## config.mk

```make
export PLATFORM = sky130hd
export DESIGN_NAME = scbs_loader
export DESIGN_NICKNAME = d
export VERILOG_FILES = /design/src/logic/scbs_pkg.sv /design/src/logic/scbs_bit_store.sv /design/src/logic/scbs_loader.sv
export VERILOG_INCLUDE_DIRS = /design/src /design/src/logic
export SDC_FILE = /design/constraint.sdc
export NUM_CORES = 1
export LEC_CHECK = 0
export ABC_CLOCK_PERIOD_IN_PS = 1900
export BUFFER_PORTS_ARGS = -buffer_cell sky130_fd_sc_hd__buf_4
export CAP_MARGIN = 10
export CORE_ASPECT_RATIO = 0.6
export CORE_MARGIN = 4
export CORE_UTILIZATION = 35
export DETAILED_ROUTE_END_ITERATION = 10
export HOLD_SLACK_MARGIN = 0.12
export SLEW_MARGIN = 10
export SYNTH_ARGS = -nofsm -noshare
export SYNTH_HDL_FRONTEND = slang
export SYNTH_SLANG_ARGS = --single-unit
```

## constraint.sdc

```tcl
create_clock -name I_REF_CLK -period 1.9 [get_ports I_REF_CLK]
set_input_delay 0.19 -clock I_REF_CLK [delete_from_list [all_inputs] [get_ports I_REF_CLK]]
set_output_delay 0.19 -clock I_REF_CLK [all_outputs]
set_load 0.05 [all_outputs]
```

## src/logic/scbs_regs.svh

```systemverilog
// Constants for the serial configuration bitstream source
`ifndef SCBS_REGS_SVH
`define SCBS_REGS_SVH

// Core clock rate in Hz
`define SCBS_CLK_HZ 20000000
// Power-on delay in milliseconds, typical figure
`define SCBS_POR_MS 100
// Power-on delay in milliseconds, worst case
`define SCBS_POR_MAX_MS 200
// Core cycles per half period of the generated configuration clock
`define SCBS_MCLK_HALF 4
// Configuration clocks issued after the target reports done
`define SCBS_TAIL_CLOCKS 16
// Core cycles the output-enable line is held low on an error before an automatic restart
`define SCBS_ERR_HOLD 8
// Default stored bitstream length in bits
`define SCBS_DEPTH 64
// Default number of bits held by downstream cascaded devices
`define SCBS_CHAIN_EXTRA 0

`endif

```

## src/logic/scbs_pkg.sv

```systemverilog
// Types shared by the serial configuration bitstream source
`default_nettype none
package scbs_pkg;

  typedef enum logic [2:0] {
    SCBS_POR,
    SCBS_RUN,
    SCBS_TAIL,
    SCBS_IDLE,
    SCBS_ERROR
  } scbs_state_t;

  // Pin levels that cross into the core clock domain together
  typedef struct packed {
    logic oe;
    logic cs_n;
    logic config_clock;
    logic master;
  } scbs_pins_t;

endpackage
`default_nettype wire

```

## src/logic/scbs_bit_store.sv

```systemverilog
// Stored configuration bitstream, one bit per word, registered read
`default_nettype none
module scbs_bit_store #(
  parameter int DEPTH = 64,
  parameter int AW = 6
) (
  // Clock and reset
  input wire logic i_clk,
  input wire logic i_rst,
  // Load port
  input wire logic i_wr_en,
  input wire logic [AW-1:0] i_wr_addr,
  input wire logic i_wr_bit,
  // Read port
  input wire logic [AW-1:0] i_rd_addr,
  output logic o_rd_bit
);

  logic mem [DEPTH];

  always_ff @(posedge i_clk)
  begin
    if (i_wr_en)
    begin
      mem[i_wr_addr] <= i_wr_bit;
    end
  end

  always_ff @(posedge i_clk)
  begin
    if (i_rst)
    begin
      o_rd_bit <= 1'b0;
    end
    else
    begin
      o_rd_bit <= mem[i_rd_addr];
    end
  end

endmodule
`default_nettype wire

```

## src/logic/scbs_loader.sv

```systemverilog
// Serial configuration bitstream source: counter, cascade, error check, clocking
`include "scbs_regs.svh"
`default_nettype none
module scbs_loader #(
  parameter int DEPTH = `SCBS_DEPTH,
  parameter int CHAIN_EXTRA = `SCBS_CHAIN_EXTRA,
  parameter int POR_CYCLES = `SCBS_CLK_HZ / 1000 * `SCBS_POR_MS,
  parameter int AW = $clog2(DEPTH)
) (
  // Clock and reset
  input wire logic I_REF_CLK,
  input wire logic I_RST,
  // Mode strap and option
  input wire logic I_MASTER_MODE,
  input wire logic I_AUTO_RESTART,
  // Bitstream load port, core clock domain
  input wire logic I_LOAD_EN,
  input wire logic [AW-1:0] I_LOAD_ADDR,
  input wire logic I_LOAD_BIT,
  // Configuration link
  input wire logic I_CONFIG_CLOCK,
  input wire logic I_CHIP_SELECT_N,
  output logic O_CONFIG_CLOCK,
  output logic O_DATA,
  output logic O_DATA_EN,
  output logic O_CASCADE_OUT_N,
  // Output-enable line, shared with target status, open drain
  input wire logic I_OE,
  output logic O_OE,
  output logic O_OE_EN
);

  localparam int PCW = $clog2(POR_CYCLES + 1);

  scbs_pkg::scbs_state_t state;
  scbs_pkg::scbs_pins_t pin_meta;
  scbs_pkg::scbs_pins_t pin_sync;
  logic clk_prev;
  logic [AW-1:0] addr;
  logic sent;
  logic mclk;
  logic [7:0] mdiv;
  logic [PCW-1:0] por_cnt;
  logic [4:0] tail_cnt;
  logic [7:0] err_cnt;
  logic [15:0] extra_cnt;
  logic rd_bit;
  logic clk_run;
  logic mclk_rise;
  logic slave_rise;
  logic pin_rise;
  logic adv;
  logic clr;
  logic restart;
  logic early_done;
  logic late_done;
  logic master;
  logic oe;
  logic cs;

  // Two-stage synchronisers for the enable, chip select, clock and mode pins
  always_ff @(posedge I_REF_CLK)
  begin
    if (I_RST)
    begin
      pin_meta <= '0;
      pin_sync <= '0;
      clk_prev <= 1'b0;
    end
    else
    begin
      pin_meta <= '{oe: I_OE, cs_n: I_CHIP_SELECT_N,
                    config_clock: I_CONFIG_CLOCK, master: I_MASTER_MODE};
      pin_sync <= pin_meta;
      clk_prev <= pin_sync.config_clock;
    end
  end

  assign master = pin_sync.master;
  assign oe = pin_sync.oe;
  assign cs = ~pin_sync.cs_n;
  assign slave_rise = pin_sync.config_clock & ~clk_prev;
  assign clk_run = master && (state == scbs_pkg::SCBS_RUN || state == scbs_pkg::SCBS_TAIL);
  assign mclk_rise = clk_run && !mclk && mdiv == 8'(`SCBS_MCLK_HALF - 1);
  // Count as the pin rises, so data enable outlives the target's sampling edge
  assign pin_rise = mclk && !O_CONFIG_CLOCK;
  // Edges only count with enable high, select low and data left
  assign adv = (master ? pin_rise : slave_rise) && oe && cs && !sent
               && state == scbs_pkg::SCBS_RUN;
  assign restart = state == scbs_pkg::SCBS_ERROR && I_AUTO_RESTART
                   && err_cnt == 8'(`SCBS_ERR_HOLD);
  // Our own low drive on the line must not look like a target reset
  assign clr = (!oe && state != scbs_pkg::SCBS_ERROR) || restart;
  // Done seen on chip select; checks only with the link out of reset
  assign early_done = master && oe && !cs && !sent;
  assign late_done = master && oe && cs && sent && mclk_rise
                     && extra_cnt == 16'(CHAIN_EXTRA);

  // Generated configuration clock, held low outside a frame
  always_ff @(posedge I_REF_CLK)
  begin
    if (I_RST || !clk_run)
    begin
      mclk <= 1'b0;
      mdiv <= '0;
    end
    else if (mdiv == 8'(`SCBS_MCLK_HALF - 1))
    begin
      mclk <= ~mclk;
      mdiv <= '0;
    end
    else
    begin
      mdiv <= mdiv + 8'h01;
    end
  end

  // Address counter and exhaustion flag
  always_ff @(posedge I_REF_CLK)
  begin
    if (I_RST || clr)
    begin
      addr <= '0;
      sent <= 1'b0;
    end
    else if (adv)
    begin
      if (addr == AW'(DEPTH - 1))
      begin
        sent <= 1'b1;
      end
      else
      begin
        addr <= addr + AW'(1);
      end
    end
  end

  // Extra clocks given to downstream devices after own data
  always_ff @(posedge I_REF_CLK)
  begin
    if (I_RST || clr || !sent)
    begin
      extra_cnt <= '0;
    end
    else if (mclk_rise && cs && state == scbs_pkg::SCBS_RUN)
    begin
      extra_cnt <= extra_cnt + 16'h0001;
    end
  end

  // Sequencer
  always_ff @(posedge I_REF_CLK)
  begin
    if (I_RST)
    begin
      state <= scbs_pkg::SCBS_POR;
    end
    else if (state == scbs_pkg::SCBS_ERROR)
    begin
      if (restart)
      begin
        state <= scbs_pkg::SCBS_RUN;
      end
    end
    else if (!oe)
    begin
      if (state != scbs_pkg::SCBS_POR)
      begin
        state <= scbs_pkg::SCBS_RUN;
      end
    end
    else
    begin
      case (state)
        scbs_pkg::SCBS_POR:
        begin
          if (!master || por_cnt == PCW'(POR_CYCLES))
          begin
            state <= scbs_pkg::SCBS_RUN;
          end
        end
        scbs_pkg::SCBS_RUN:
        begin
          if (early_done || late_done)
          begin
            state <= scbs_pkg::SCBS_ERROR;
          end
          else if (master && sent && !cs)
          begin
            state <= scbs_pkg::SCBS_TAIL;
          end
        end
        scbs_pkg::SCBS_TAIL:
        begin
          if (mclk_rise && tail_cnt == 5'(`SCBS_TAIL_CLOCKS - 1))
          begin
            state <= scbs_pkg::SCBS_IDLE;
          end
        end
        scbs_pkg::SCBS_IDLE:
        begin
          state <= scbs_pkg::SCBS_IDLE;
        end
        default:
        begin
          state <= scbs_pkg::SCBS_POR;
        end
      endcase
    end
  end

  // Power-on, tail and error hold counters
  always_ff @(posedge I_REF_CLK)
  begin
    if (I_RST)
    begin
      por_cnt <= '0;
    end
    else if (state == scbs_pkg::SCBS_POR && por_cnt != PCW'(POR_CYCLES))
    begin
      por_cnt <= por_cnt + PCW'(1);
    end
  end

  always_ff @(posedge I_REF_CLK)
  begin
    if (I_RST || state != scbs_pkg::SCBS_TAIL)
    begin
      tail_cnt <= '0;
    end
    else if (mclk_rise)
    begin
      tail_cnt <= tail_cnt + 5'h01;
    end
  end

  always_ff @(posedge I_REF_CLK)
  begin
    if (I_RST || state != scbs_pkg::SCBS_ERROR)
    begin
      err_cnt <= '0;
    end
    else if (err_cnt != 8'(`SCBS_ERR_HOLD))
    begin
      err_cnt <= err_cnt + 8'h01;
    end
  end

  scbs_bit_store #(
    .DEPTH(DEPTH),
    .AW(AW)
  ) u_store (
    .i_clk(I_REF_CLK),
    .i_rst(I_RST),
    .i_wr_en(I_LOAD_EN),
    .i_wr_addr(I_LOAD_ADDR),
    .i_wr_bit(I_LOAD_BIT),
    .i_rd_addr(addr),
    .o_rd_bit(rd_bit)
  );

  // Pin drivers, all registered
  always_ff @(posedge I_REF_CLK)
  begin
    if (I_RST)
    begin
      O_CONFIG_CLOCK <= 1'b0;
      O_DATA <= 1'b0;
      O_DATA_EN <= 1'b0;
      O_CASCADE_OUT_N <= 1'b1;
      O_OE <= 1'b0;
      O_OE_EN <= 1'b0;
    end
    else
    begin
      O_CONFIG_CLOCK <= mclk;
      O_DATA <= rd_bit;
      O_DATA_EN <= oe && cs && !sent && !clr
                   && state == scbs_pkg::SCBS_RUN;
      O_CASCADE_OUT_N <= !sent || clr;
      O_OE <= 1'b0;
      O_OE_EN <= state == scbs_pkg::SCBS_ERROR && !restart;
    end
  end
endmodule
`default_nettype wire

```

==> out/summary.txt <==
main combinational cell family by area after synthesis - simple AND/OR/NAND/NOR gates
Worst Setup End Kind - flip-flop
Clk pwr share - 0.481
largest net degree at the start of global routing - 65
Initial DRT Pass Iterations - 5
kind of critical path - flip-flop to flip-flop
Adder-Cell Fraction of Synth Area - 0.0187
Post-Synthesis Cells - 625
first-pass GRT wire length - 24,100 µm
vias in the first global route - 4,789
final instance area - 8200 µm²
worst r2r dst - extra_cnt[15]$_SDFFE_PP0P_
Final ANT Viol Nets - 0
Die Y - 115 µm
vias - 4,777
Worst VDD drop - 0.570 mV
Slew HR - 0.612
Hold EP - state[0]$_SDFFE_PP0P_
CP Launch Type - flip-flop
cell row count - 38
routed vias/inst - 5.07
Layout area overhead - 22.8%
initial cell density of the core - 0.363
Final Skew - 0.0130 ns
fmax - 532 MHz
sequential power share - 0.488
Clock Pin Slew Worst Setup and Hold Paths - 0.07 ns
Worst Path Arrival - 2.19 ns
worst reg2reg path depth - 5
post-synthesis simple-gate area fraction - 0.233
CTS Buf Count - 17
Die W - 186 µm
Synth area leaders - edfxtp_1, dfxtp_1, nor2_1, mux4_2, xnor2_1
Post-synth EDFFs - 64
CP peak stage delay - 0.57 ns
PnR worst setup slack - 0.0190 ns
RSZ-0062 raised after global routing - true
largest area contributor in the netlist - edfxtp_1
DR iter-0 viols - 334
gr usage total - 0.139
worst skew pair latency - 0.41 ns
worst r2r src - state[2]$_SDFFE_PP0P_
Comb power frac - 0.031
Routability Congestion - 0.827
initial antenna violation count - 0
post-synthesis mux area share - 0.0755
final net count - 714
placeable core area - 18,400 µm²
CTS tree - done
Yosys cell types - 53
sw power - 1.60 mW
Routed WL - 14,400 µm
Synth Area in XOR/XNOR - 0.0669
fill count - 1,653
status - finished clean
hpwl dp - 9810 µm
sequential fraction of the synthesis area - 0.540
Sw Share - 0.232
Async SR Flop Fraction - 0
LEAKAGE - 2.62 nW
IO Port Bufs - 19
register area - 3610 µm²
deepest clock path buffer count - 2
Int Pwr - 5.29 mW
reg2reg setup slack - 0.02 ns
Remaining Overflow, GRT - 0
drt drc - 0
Setup WS pre-CTS - -0.124 ns
ratio of cells with drive above 1 in the final layout - 0.222
Hold Path Cell Cnt - 5
Mapped Nets - 650
Max Cap Violations - 0
yosys warns - 0
htree depth - 4
Slowest-stage cell, CP - or4b_4
Cell Pwr Density - 839 nW/µm²
WL/cell - 15.3 µm
Worst path top cell family by delay - simple AND/OR/NAND/NOR gates
synthesized flop and latch total - 148
# setup viols final - 0
Slew Viols, Final - 0
mean post-synth cell area - 10.7 µm²
top cell type's share of synthesized area - 0.288
CP Buf/Inv Count - 0
area of the mapped netlist - 6680 µm²
CP max FO - 5
Period Utilization, post-route - 0.990
post-layout minimum cycle time - 1.88 ns
clock sinks - 148
type of the tightest min-delay check - input port to flip-flop
Multi-input gate area - 3020 µm²
Top FF cell, synth - dfxtp_1
min-delay src - I_RST
diode count - 0
Req. time, crit path - 2.21 ns
Clock Tree Root - clkbuf_16
Synth Area in Compound Gates - 0.0349
IO Count - 21
final hold viol count - 0
placed cell areas - 7390 µm²
CP Cell Sequence - or4b_4 > or3_4 > nor4_4 > a211oi_1 > a31o_1
Worst Tran Pin Value - 0.580 ns
die area - 21,400 µm²
worst max-delay path by stage:
| stage | startpoint | end | slack [ns] | depth (start not counted) |
|---|---|---|---|---|
| final | state[2]$_SDFFE_PP0P_ | extra_cnt[15]$_SDFFE_PP0P_ | 0.02 | 5 |
| after global routing | mdiv[5]$_SDFF_PP0_ | extra_cnt[6]$_SDFFE_PP0P_ | -0.05 | 8 |
| after CTS | mdiv[5]$_SDFF_PP0_ | extra_cnt[15]$_SDFFE_PP0P_ | 0.0006 | 8 |
| after detailed placement | mdiv[0]$_SDFF_PP0_ | state[0]$_SDFFE_PP0P_ | -0.12 | 7 |
| after global placement | mdiv[0]$_SDFF_PP0_ | extra_cnt[6]$_SDFFE_PP0P_ | -0.08 | 7 |
| after floorplan | mdiv[0]$_SDFF_PP0_ | extra_cnt[10]$_SDFFE_PP0P_ | -0.002 | 8 |
worst register-to-register path, cell delays in order, from the launching register on:
cell and delay (ns):
dfxtp_1 0.32, or4b_4 0.57, or3_4 0.43, nor4_4 0.17
a211oi_1 0.11, a31o_1 0.18
sequential cells by signal (all words and copies together), names as in the netlist:
register          count
u_store.mem          64
por_cnt              21
extra_cnt            16
err_cnt               8
mdiv                  8
addr                  6
tail_cnt              5
pin_meta              4
state                 3
pin_sync              2
O_CASCADE_OUT_N       1
O_CONFIG_CLOCK        1
O_DATA                1
O_DATA_EN             1
O_OE_EN               1
clk_prev              1
master                1
mclk                  1
oe                    1
sent                  1
u_store.o_rd_bit      1
cell type report:
cell class              count  share of cell area
clock inverters            15              0.0198
clock buffers              17              0.0519
inverters                  20             0.00915
multi-input cells         428               0.368
well taps                 240              0.0366
flip-flops and latches    148               0.440
repair buffers             74              0.0748
per-layer routing:
metal	routed length [µm]	track usage
met1	7190	0.196
met2	6600	0.219
met5	0	0
met3	529	0.0313
met4	80	0.0389
placed cells by master (no fill, tap or decap), types with 3 or more instances in the layout:
cell type,instances
o21ai_0,13
nand4_1,14
o211ai_1,3
inv_1,20
nor4b_1,5
nor2b_1,16
xor2_1,16
or3_1,7
mux2i_1,11
nor4_2,9
xnor2_1,35
nand2_1,29
nand3b_1,5
nor3_1,10
clkbuf_16,17
inv_6,4
buf_4,64
buf_12,3
inv_8,4
dfxtp_1,81
nand3_1,24
nor4_4,5
a21oi_1,8
nor4_1,6
nor2_1,132
nor3b_1,4
mux4_2,17
and4_1,3
dlygate4sd3_1,5
ha_1,9
edfxtp_1,64
and3_1,11
power by group through the flow:
| stage | Sequential, mW | Combinational [mW] | Clock (mW) |
|---|---|---|---|
| after floorplan | 3.43 | 0.109 | 0 |
| after global placement | 3.43 | 0.197 | 0 |
| after detailed placement | 3.43 | 0.204 | 0 |
| after CTS | 3.36 | 0.213 | 3.39 |
| after global routing | 3.36 | 0.236 | 3.54 |
| final | 3.36 | 0.213 | 3.31 |
through the flow:
step            TNS, ns  total power, mW  hold WS (ns)  utilization  std cells
2_1_floorplan  -0.00405             3.54         0.282            -        625
3_3_place_gp     -0.170             3.62         0.407        0.402        903
3_5_place_dp     -0.730             3.63         0.411        0.402        903
4_1_cts               0             6.96         0.239        0.438        941
5_1_grt          -0.142             7.13         0.258        0.446        942
6_report              0             6.88         0.255        0.446        942
synth_stat cells, types with 3 or more instances:
| library cell | instances |
|---|---|
| nor2_1 | 132 |
| dfxtp_1 | 84 |
| edfxtp_1 | 64 |
| xnor2_1 | 35 |
| nand2_1 | 29 |
| nand3_1 | 24 |
| clkbuf_1 | 20 |
| inv_1 | 20 |
| mux4_2 | 17 |
| nor2b_1 | 16 |
| xor2_1 | 16 |
| nor4_1 | 15 |
| nand4_1 | 14 |
| o21ai_0 | 13 |
| nor3_1 | 12 |
| and3_1 | 11 |
| mux2i_1 | 11 |
| a21oi_1 | 10 |
| ha_1 | 10 |
| nor3b_1 | 7 |
| nor4b_1 | 7 |
| or3_1 | 7 |
| buf_2 | 6 |
| nand3b_1 | 5 |
| and4_1 | 3 |
| nor4_2 | 3 |
| o211ai_1 | 3 |
repair_timing:
| action | CTS | global route |
|---|---|---|
| setup buffers | 1 | 1 |
| hold buffers | 5 | 0 |
| pin swaps | 1 | 9 |
| resized for setup | 5 | 26 |
| setup endpoints to repair | 14 | 24 |
| hold endpoints to repair | 6 | 0 |
kinds of logic (layout without fill, tap and decap cells):
| group | Yosys count | in the layout |
|---|---|---|
| AO/OA/AOI/OAI | 37 | 37 |
| flip-flops | 148 | 148 |
| XOR/XNOR | 51 | 51 |
| buffers and inverters | 49 | 126 |
| multiplexers | 29 | 29 |
| adder cells (fa/ha/maj) | 10 | 10 |
| AND/OR/NAND/NOR | 300 | 300 |
| other | 1 | 1 |
No activity file was read; power rests on OpenSTA's default activity.
